## config.mk

```make
export PLATFORM = sky130hd
export DESIGN_NAME = debug_trigger_status_logic
export DESIGN_NICKNAME = d
export VERILOG_FILES = /design/src/dbg_pkg.sv /design/src/debug_trigger_status_logic.sv /design/src/trace_mem.sv
export SDC_FILE = /design/constraint.sdc
export NUM_CORES = 1
export LEC_CHECK = 0
export BUFFER_PORTS_ARGS = -buffer_cell sky130_fd_sc_hd__buf_2
export CORE_MARGIN = 2
export CORE_UTILIZATION = 55
export DETAILED_ROUTE_END_ITERATION = 16
export GPL_TIMING_DRIVEN = 1
export PLACE_DENSITY_LB_ADDON = 0.25
export SETUP_SLACK_MARGIN = 0.02
export SLEW_MARGIN = 20
export SYNTH_ARGS = -nofsm -noshare
export SYNTH_HDL_FRONTEND = slang
export SYNTH_SLANG_ARGS = --single-unit
```

## constraint.sdc

```tcl
create_clock -name pclk -period 7.2 [get_ports pclk]
set_input_delay 0.36 -clock pclk [delete_from_list [all_inputs] [get_ports pclk]]
set_output_delay 0.36 -clock pclk [all_outputs]
set_load 0.01 [all_outputs]
```

## src/dbg_pkg.sv

```systemverilog
package dbg_pkg;

  // ************************************************************
  // Register map
  // ************************************************************
  localparam logic [11:0] CTRL_OFS  = 12'h000;
  localparam logic [11:0] TRIG_OFS  = 12'h004;
  localparam logic [11:0] STAT_OFS  = 12'h008;
  localparam logic [11:0] FIFO_OFS  = 12'h00c;

  // ************************************************************
  // Field positions
  // ************************************************************
  localparam int EN_BIT      = 7;  // Control: module enable
  localparam int ARM_BIT     = 6;  // Control: arm
  localparam int A_RW_BIT    = 3;  // Control: comparator A read/write value
  localparam int A_RWEN_BIT  = 2;  // Control: comparator A read/write enable
  localparam int B_RW_BIT    = 1;  // Control: comparator B read/write value
  localparam int B_RWEN_BIT  = 0;  // Control: comparator B read/write enable
  localparam int QSEL_BIT    = 7;  // Setup: qualify select
  localparam int BEGIN_BIT   = 6;  // Setup: begin trace select
  localparam int A_FLAG_BIT  = 7;  // Status: comparator A flag
  localparam int B_FLAG_BIT  = 6;  // Status: comparator B flag
  localparam int ARMED_BIT   = 5;  // Status: armed flag

  // ************************************************************
  // Reset values and masks
  // ************************************************************
  localparam logic [7:0]  CTRL_RST   = 8'h00;
  localparam logic [7:0]  TRIG_RST   = 8'h00;
  localparam logic [7:0]  TRIG_WMASK = 8'hcf;
  localparam logic [3:0]  CNT_RST    = 4'h0;
  localparam logic [31:0] RDATA_RST  = 32'h0000_0000;
  localparam int          FIFO_DEPTH = 8;
  localparam int          FIFO_WIDTH = 16;

  // ************************************************************
  // Trigger modes
  // ************************************************************
  typedef enum logic [3:0] {
    MODE_A_ONLY    = 4'h0,
    MODE_A_OR_B    = 4'h1,
    MODE_A_THEN_B  = 4'h2,
    MODE_EVT_B     = 4'h3,
    MODE_A_THEN_EB = 4'h4,
    MODE_A_AND_BD  = 4'h5,
    MODE_A_NOT_BD  = 4'h6,
    MODE_INSIDE    = 4'h7,
    MODE_OUTSIDE   = 4'h8
  } trig_mode_t;

  // Run sequencer states
  typedef enum logic [2:0] {
    RUN_IDLE  = 3'b001,
    RUN_WAIT  = 3'b010,
    RUN_STORE = 3'b100
  } run_state_t;

  // One monitored CPU bus cycle
  typedef struct packed {
    logic        valid;  // Bus cycle present
    logic        write;  // 1 write, 0 read
    logic        fetch;  // Opcode fetch cycle
    logic        cof;    // Change-of-flow address to trace
    logic [15:0] addr;
    logic [7:0]  data;
  } cpu_access_t;

endpackage

```

## src/debug_trigger_status_logic.sv

```systemverilog
`timescale 1ns/1ps

module debug_trigger_status_logic #(
  parameter int DEPTH = dbg_pkg::FIFO_DEPTH,
  parameter int WIDTH = dbg_pkg::FIFO_WIDTH
) (
  input  wire logic                 pclk,
  input  wire logic                 presetn,
  input  wire logic                 psel,
  input  wire logic                 penable,
  input  wire logic                 pwrite,
  input  wire logic [11:0]          paddr,
  input  wire logic [31:0]          pwdata,
  output logic      [31:0]          prdata,
  output logic                      pready,
  output logic                      pslverr,
  input  wire dbg_pkg::cpu_access_t cpu_acc,
  input  wire logic                 opcode_exec,
  input  wire logic [15:0]          comp_a_value,
  input  wire logic [15:0]          comp_b_value,
  input  wire logic                 secure,
  output logic                      armed_out,
  output logic                      trigger_event
);

  localparam int AW = $clog2(DEPTH);
  localparam logic [3:0] CNT_FULL = 4'(DEPTH);

  // ************************************************************
  // Declarations
  // ************************************************************
  logic                 en_q;
  logic [5:0]           cfg_q;
  logic [7:0]           trig_q;
  logic                 a_flag_q, b_flag_q, seq_q;
  logic [2:0]           pend_q, pend_d;
  logic [3:0]           cnt_q;
  logic [AW-1:0]        wr_ptr_q, rd_ptr_q, rd_ptr_d;
  logic [WIDTH-1:0]     rd_word, store_word;
  dbg_pkg::run_state_t  state_q, state_d;
  logic                 setup_ph, wr_done, rd_done, ctrl_wr;
  logic                 en_next, arm_next, run_start, stop_req, run_end, armed;
  logic                 a_rw_ok, b_rw_ok, hit_a, hit_b, hit_m;
  logic [2:0]           raw, qual;
  logic                 event_only, begin_trace, trig;
  logic                 store_evt, store_en, fifo_full;
  dbg_pkg::trig_mode_t  mode;

  // ************************************************************
  // APB decode
  // ************************************************************
  // Transfer phases
  assign setup_ph = psel & ~penable;
  assign wr_done  = psel & penable & pready & pwrite;
  assign rd_done  = psel & penable & pready & ~pwrite;
  assign ctrl_wr  = wr_done & (paddr == dbg_pkg::CTRL_OFS);

  // One wait-free access phase, error on unmapped offsets
  always_ff @(posedge pclk or negedge presetn) begin
    if (!presetn) begin
      pready  <= 1'b0;
      pslverr <= 1'b0;
    end else begin
      pready  <= setup_ph;
      pslverr <= setup_ph & (paddr != dbg_pkg::CTRL_OFS) & (paddr != dbg_pkg::TRIG_OFS)
                 & (paddr != dbg_pkg::STAT_OFS) & (paddr != dbg_pkg::FIFO_OFS);
    end
  end

  // Read data captured in the setup cycle
  always_ff @(posedge pclk or negedge presetn) begin
    if (!presetn) begin
      prdata <= dbg_pkg::RDATA_RST;
    end else if (setup_ph) begin
      unique case (paddr)
        dbg_pkg::CTRL_OFS: prdata <= {24'h000000, en_q, armed, cfg_q};
        dbg_pkg::TRIG_OFS: prdata <= {24'h000000, trig_q};
        dbg_pkg::STAT_OFS: prdata <= {24'h000000, a_flag_q, b_flag_q, armed, 1'b0, cnt_q};
        dbg_pkg::FIFO_OFS: prdata <= {16'h0000, rd_word};
        default:           prdata <= dbg_pkg::RDATA_RST;
      endcase
    end
  end

  // ************************************************************
  // Control and setup registers
  // ************************************************************
  assign en_next   = pwdata[dbg_pkg::EN_BIT] & ~secure;
  assign arm_next  = pwdata[dbg_pkg::ARM_BIT] & en_next;
  assign run_start = ctrl_wr & arm_next & (state_q == dbg_pkg::RUN_IDLE);
  assign stop_req  = ctrl_wr & ~arm_next;
  assign armed     = (state_q != dbg_pkg::RUN_IDLE);

  // Enable and comparator qualifier bits
  always_ff @(posedge pclk or negedge presetn) begin
    if (!presetn) begin
      en_q  <= dbg_pkg::CTRL_RST[dbg_pkg::EN_BIT];
      cfg_q <= dbg_pkg::CTRL_RST[5:0];
    end else if (ctrl_wr) begin
      en_q  <= en_next;
      cfg_q <= pwdata[5:0];
    end
  end

  // Setup register locked while armed, bits 4 and 5 held zero
  always_ff @(posedge pclk or negedge presetn) begin
    if (!presetn) begin
      trig_q <= dbg_pkg::TRIG_RST;
    end else if (wr_done && paddr == dbg_pkg::TRIG_OFS && !armed) begin
      trig_q <= pwdata[7:0] & dbg_pkg::TRIG_WMASK;
    end
  end

  // ************************************************************
  // Comparators and qualification
  // ************************************************************
  assign mode    = dbg_pkg::trig_mode_t'(trig_q[3:0]);
  assign a_rw_ok = ~cfg_q[dbg_pkg::A_RWEN_BIT] | (cfg_q[dbg_pkg::A_RW_BIT] == ~cpu_acc.write);
  assign b_rw_ok = ~cfg_q[dbg_pkg::B_RWEN_BIT] | (cfg_q[dbg_pkg::B_RW_BIT] == ~cpu_acc.write);
  assign hit_a   = cpu_acc.valid & (cpu_acc.addr == comp_a_value) & a_rw_ok;
  assign hit_b   = cpu_acc.valid & (cpu_acc.addr == comp_b_value) & b_rw_ok;

  // Combined hit of the data and range modes
  always_comb begin
    unique case (mode)
      dbg_pkg::MODE_A_AND_BD: hit_m = hit_a & (cpu_acc.data == comp_b_value[7:0]);
      dbg_pkg::MODE_A_NOT_BD: hit_m = hit_a & (cpu_acc.data != comp_b_value[7:0]);
      dbg_pkg::MODE_INSIDE:   hit_m = cpu_acc.valid & (cpu_acc.addr >= comp_a_value)
                                      & (cpu_acc.addr <= comp_b_value);
      dbg_pkg::MODE_OUTSIDE:  hit_m = cpu_acc.valid & ((cpu_acc.addr < comp_a_value)
                                      | (cpu_acc.addr > comp_b_value));
      default:                hit_m = 1'b0;
    endcase
  end

  assign raw = {hit_m, hit_b, hit_a};

  // Matches on fetches wait for the opcode to execute
  always_comb begin
    if (!trig_q[dbg_pkg::QSEL_BIT] || !armed) begin
      pend_d = 3'h0;
    end else if (cpu_acc.fetch) begin
      pend_d = raw;
    end else if (opcode_exec) begin
      pend_d = 3'h0;
    end else begin
      pend_d = pend_q;
    end
  end

  // Pending opcode matches
  always_ff @(posedge pclk or negedge presetn) begin
    if (!presetn) begin
      pend_q <= 3'h0;
    end else begin
      pend_q <= pend_d;
    end
  end

  // Access match or executed-opcode match
  assign qual = trig_q[dbg_pkg::QSEL_BIT] ? (opcode_exec ? pend_q : 3'h0) : raw;

  // ************************************************************
  // Trigger mode decode
  // ************************************************************
  assign event_only  = (mode == dbg_pkg::MODE_EVT_B) | (mode == dbg_pkg::MODE_A_THEN_EB);
  assign begin_trace = trig_q[dbg_pkg::BEGIN_BIT] | event_only;

  always_comb begin
    unique case (mode)
      dbg_pkg::MODE_A_ONLY:    trig = qual[0];
      dbg_pkg::MODE_A_OR_B:    trig = qual[0] | qual[1];
      dbg_pkg::MODE_A_THEN_B:  trig = qual[1] & seq_q;
      dbg_pkg::MODE_EVT_B:     trig = qual[1];
      dbg_pkg::MODE_A_THEN_EB: trig = qual[1] & seq_q;
      dbg_pkg::MODE_A_AND_BD,
      dbg_pkg::MODE_A_NOT_BD,
      dbg_pkg::MODE_INSIDE,
      dbg_pkg::MODE_OUTSIDE:   trig = qual[2];
      default:                 trig = 1'b0;
    endcase
  end

  // A-seen latch for the sequential modes
  always_ff @(posedge pclk or negedge presetn) begin
    if (!presetn) begin
      seq_q <= 1'b0;
    end else if (run_start) begin
      seq_q <= 1'b0;
    end else if (armed && qual[0]) begin
      seq_q <= 1'b1;
    end
  end

  // Match flags, cleared only while idle at run start
  always_ff @(posedge pclk or negedge presetn) begin
    if (!presetn) begin
      a_flag_q <= 1'b0;
      b_flag_q <= 1'b0;
    end else if (run_start) begin
      a_flag_q <= 1'b0;
      b_flag_q <= 1'b0;
    end else if (armed) begin
      a_flag_q <= a_flag_q | qual[0];
      b_flag_q <= b_flag_q | qual[1];
    end
  end

  // ************************************************************
  // Run sequencer
  // ************************************************************
  assign fifo_full  = (cnt_q == CNT_FULL - 4'h1) & store_en;
  assign store_evt  = event_only ? trig : cpu_acc.cof;
  assign store_en   = (state_q == dbg_pkg::RUN_STORE) & store_evt;
  assign store_word = event_only ? {8'h00, cpu_acc.data} : cpu_acc.addr;

  always_comb begin
    state_d = state_q;
    unique case (state_q)
      dbg_pkg::RUN_IDLE: begin
        if (run_start) begin
          state_d = (begin_trace && !event_only) ? dbg_pkg::RUN_WAIT : dbg_pkg::RUN_STORE;
        end
      end
      dbg_pkg::RUN_WAIT: begin
        if (stop_req) begin
          state_d = dbg_pkg::RUN_IDLE;
        end else if (trig) begin
          state_d = dbg_pkg::RUN_STORE;
        end
      end
      dbg_pkg::RUN_STORE: begin
        if (stop_req) begin
          state_d = dbg_pkg::RUN_IDLE;
        end else if (begin_trace ? fifo_full : trig) begin
          state_d = dbg_pkg::RUN_IDLE;
        end
      end
    endcase
  end

  assign run_end = armed & (state_d == dbg_pkg::RUN_IDLE);

  // Sequencer state and armed image
  always_ff @(posedge pclk or negedge presetn) begin
    if (!presetn) begin
      state_q   <= dbg_pkg::RUN_IDLE;
      armed_out <= 1'b0;
    end else begin
      state_q   <= state_d;
      armed_out <= (state_d != dbg_pkg::RUN_IDLE) & (ctrl_wr ? en_next : en_q);
    end
  end

  // Trigger pulse while armed
  always_ff @(posedge pclk or negedge presetn) begin
    if (!presetn) begin
      trigger_event <= 1'b0;
    end else begin
      trigger_event <= armed & trig;
    end
  end

  // ************************************************************
  // Trace storage and valid count
  // ************************************************************
  // Write pointer and saturating count
  always_ff @(posedge pclk or negedge presetn) begin
    if (!presetn) begin
      wr_ptr_q <= '0;
      cnt_q    <= dbg_pkg::CNT_RST;
    end else if (run_start) begin
      wr_ptr_q <= '0;
      cnt_q    <= dbg_pkg::CNT_RST;
    end else if (store_en) begin
      wr_ptr_q <= wr_ptr_q + AW'(1);
      cnt_q    <= (cnt_q == CNT_FULL) ? cnt_q : cnt_q + 4'h1;
    end
  end

  // Read pointer: oldest word at run end, advances on idle reads
  always_comb begin
    rd_ptr_d = rd_ptr_q;
    if (run_end) begin
      rd_ptr_d = (cnt_q == CNT_FULL || fifo_full) ? wr_ptr_q + AW'(store_en) : '0;
    end else if (rd_done && paddr == dbg_pkg::FIFO_OFS && !armed) begin
      rd_ptr_d = rd_ptr_q + AW'(1);
    end
  end

  always_ff @(posedge pclk or negedge presetn) begin
    if (!presetn) begin
      rd_ptr_q <= '0;
    end else begin
      rd_ptr_q <= rd_ptr_d;
    end
  end

  // Trace word memory
  trace_mem #(
    .WIDTH (WIDTH),
    .DEPTH (DEPTH),
    .AW    (AW)
  ) u_trace_mem (
    .pclk      (pclk),
    .wr_en     (store_en),
    .wr_addr   (wr_ptr_q),
    .wr_data   (store_word),
    .rd_addr   (rd_ptr_d),
    .rd_data_q (rd_word)
  );

endmodule

```

## src/trace_mem.sv

```systemverilog
`timescale 1ns/1ps

// ************************************************************
// Trace word storage, registered read port
// ************************************************************
module trace_mem #(
  parameter int WIDTH = 16,
  parameter int DEPTH = 8,
  parameter int AW    = $clog2(DEPTH)
) (
  input  wire logic             pclk,
  input  wire logic             wr_en,
  input  wire logic [AW-1:0]    wr_addr,
  input  wire logic [WIDTH-1:0] wr_data,
  input  wire logic [AW-1:0]    rd_addr,
  output logic      [WIDTH-1:0] rd_data_q
);

  logic [WIDTH-1:0] mem_q [DEPTH];

  // Write port
  always_ff @(posedge pclk) begin
    if (wr_en) begin
      mem_q[wr_addr] <= wr_data;
    end
  end

  // Read port
  always_ff @(posedge pclk) begin
    rd_data_q <= mem_q[rd_addr];
  end

endmodule

```

==> results.json <==
{
  "setup-tns-final_ps": 0,
  "end_kind": "register",
  "cts_max_path_buffers": 2,
  "worstSkewPairLatency_ps": 440,
  "antenna_found_initial": 0,
  "clockRootBuffer": "clkbuf_16",
  "synthTopCellsByCount": "edfxtp_1 (128), inv_1 (107), o31ai_1 (67)",
  "die_w_um": 141,
  "top_usage_layer": "met2",
  "cts.sinks": 196,
  "fin_area_sq_mm": 0.0117,
  "grt_usage_pct": 25.4,
  "status": "finished, final reports clean",
  "start_util_pct": 55.6,
  "critical_path_class": "in2reg",
  "power_mw": 2.32,
  "crit_path_end": "u_trace_mem.rd_data_q[12]",
  "p_sw_mw": 0.508,
  "cp_cell_sequence": "buf_2 > ha_1 > nand4_1 > nor4_1 > a32oi_1 > o32ai_2 > or2_2 > o311a_1 > o211ai_4 > buf_4 > nor2_2 > mux2i_4 > buf_4 > mux2i_1 > mux2i_1",
  "rrSetupSlack_ps": 2710,
  "slowest_stage": "nor4_1",
  "nFillCells": 1470,
  "syn_area_sq_mm": 0.0103,
  "min_path_type": "in2async",
  "worstRegToRegCells": 13,
  "p_leak_nw": 4.65,
  "post_dp_cell_area_sq_mm": 0.0110,
  "drc": 0,
  "final_cells": 1212,
  "cts-hold-fix-buffers": 0,
  "drv_slew": 0,
  "clk_pin_slew_worst_paths_ps": 70,
  "ys.warnings.count": 0,
  "synth_edf_count": 128,
  "cap_viol_max_count": 0,
  "worstReg2RegEnd": "u_trace_mem.rd_data_q[12]",
  "fin_crit_ps": 4900,
  "row_count": 50,
  "worst_pin_slew_ps": 976,
  "h-tree-depth": 4,
  "yosys.area.top_type": "edfxtp_1",
  "synth_area_per_cell_sq_um": 11.7,
  "use_met3_pct": 3.74,
  "vias_per_cell": 6.09,
  "place.port_buffers": 106,
  "slowest_delay_ps": 750,
  "max-slew-margin-rel_pct": 34.4,
  "peakVddDrop_mv": 0.192,
  "ys_seq_area_share_pct": 52.9,
  "synth_flop_cell": "edfxtp_1",
  "drive_above_1_share_pct": 21.5,
  "cp.buffers_inverters": 3,
  "cp.required_ps": 7460,
  "cts_buffers": 17,
  "fin_ws_ps": 2300,
  "switching_share_pct": 21.9,
  "drt_iter0_markers": 627,
  "p_per_area_mw_per_mm2": 199,
  "first_pass_iters": 5,
  "final-setup-viol-count": 0,
  "timing.rr.start": "cfg_q[1]",
  "die-area_sq_mm": 0.0199,
  "crit_cells": 15,
  "first_global_vias": 7104,
  "synth_top_area_share_pct": 37.2,
  "worst-endpoint-arrival_ps": 5160,
  "core-area_sq_mm": 0.0186,
  "via_count": 7383,
  "place_inst": 1180,
  "internal_power_mw": 1.81,
  "nets": 1114,
  "whs_ps": 16.3,
  "finalCritPeriodShare_pct": 68.1,
  "die_h_um": 141,
  "clock.fmax_ghz": 0.204,
  "ys_types": 72,
  "cp_max_fo": 65,
  "io_pins": 147,
  "p_seq_share_pct": 51.8,
  "ys_seq_elements": 196,
  "area_growth_pct": 13.0,
  "critPathLaunch": "cpu_acc[22]",
  "cts_resized": 0,
  "cts_tree": "yes",
  "power_frac_clock_pct": 43.1,
  "utilization_pct": 62.8,
  "hold_violations": 0,
  "start_kind": "input port",
  "postCtsSetupBuffers": 0,
  "crit_family": "simple AND/OR/NAND/NOR gates",
  "netlist_instances": 881,
  "drt_wl_total_um": 24500,
  "async_flop_share_pct": 26.5,
  "grt_util_met2_pct": 42.7,
  "grt_first_pass_wirelength_um": 38800,
  "antenna_cells": 0,
  "rsz0062_at_grt": "no",
  "grtUsageMet1_pct": 34.2,
  "combinationalPowerShare_pct": 5.1,
  "synth_area_leaders": "edfxtp_1 (37%), dfrtp_1 (12%), o32ai_1 (5.4%)",
  "synth.most_common_cell": "edfxtp_1",
  "wl_per_cell_um": 20.2,
  "fin_skew_ps": 11.1,
  "grt_overflow_total": 0,
  "grt_max_degree": 67,
  "place.gp.congestion": 0.886,
  "dp_slack_ps": 1950,
  "ant_nets": 0,
  "hpwl_um": 15400
}
==> placed cells by master, fill, tap and decap left out, types with 26 or more instances in the layout <==
cell and count:
nand2_1 39, dfrtp_1 51, inv_1 107, o31ai_1 67
buf_2 106, mux2i_1 51, a21oi_1 26, o32ai_1 64
edfxtp_1 128, ha_1 38
==> final cells by class <==
cell class	count	area, sq um	share of cell area, %
Sequential cell	196	5470	46.9
Multi-Input combinational cell	520	4220	36.1
Timing Repair Buffer	123	658	5.64
Clock buffer	18	439	3.76
Inverter	107	402	3.44
Tap cell	234	293	2.51
Clock inverter	14	191	1.64
==> kinds of logic (layout without fill, tap and decap cells) <==
| family | Yosys count | in the layout | share of synthesized area (%) |
|---|---|---|---|
| buffers and inverters | 180 | 262 | 7.88 |
| DFF | 196 | 196 | 52.9 |
| other | 1 | 16 | 0.0363 |
| AOI/OAI and AO/OA | 220 | 220 | 16.2 |
| adders and majority gates | 38 | 38 | 4.60 |
| muxes | 76 | 76 | 8.43 |
| xor gates and xnor gates | 18 | 18 | 1.53 |
| and+or+nand+nor | 152 | 152 | 8.40 |
==> power by group through the flow <==
stage	clock (mW)	combinational (mW)	sequential (mW)
floorplan	0	0.0676	1.22
global placement	0	0.114	1.23
detailed placement	0	0.118	1.23
CTS	1.01	0.119	1.20
global route	1.05	0.134	1.20
finish	1.00	0.119	1.20
==> layer usage <==
| layer | part of all wire (%) | wire, um | vias to the layer above |
|---|---|---|---|
| li1 | - | - | 3480 |
| met1 | 44 | 10700 | 3605 |
| met2 | 49 | 12000 | 256 |
| met3 | 5.6 | 1360 | 42 |
| met4 | 1.9 | 469 | 0 |
| met5 | 0 | 0 | - |
==> flip-flops by register name (all words and copies together), names as in the netlist, 3 cells and up <==
name,flops
rd_ptr_q,3
prdata,16
u_trace_mem.rd_data_q,16
pend_q,3
trig_q,6
cfg_q,6
wr_ptr_q,3
state_q,3
u_trace_mem.mem_q,128
cnt_q,4
==> how the worst min path moves through the flow <==
| stage | start | endpoint | slack, ps |
|---|---|---|---|
| after global routing | presetn | cfg_q[3] | 60 |
| final | presetn | cfg_q[3] | 20 |
| after detailed placement | u_trace_mem.rd_data_q[9] | prdata[9] | 430 |
| after floorplan | presetn | a_flag_q | 60 |
| after CTS | presetn | cfg_q[2] | 40 |
| after global placement | u_trace_mem.rd_data_q[15] | prdata[15] | 430 |
(Power assumes the default switching activity.)
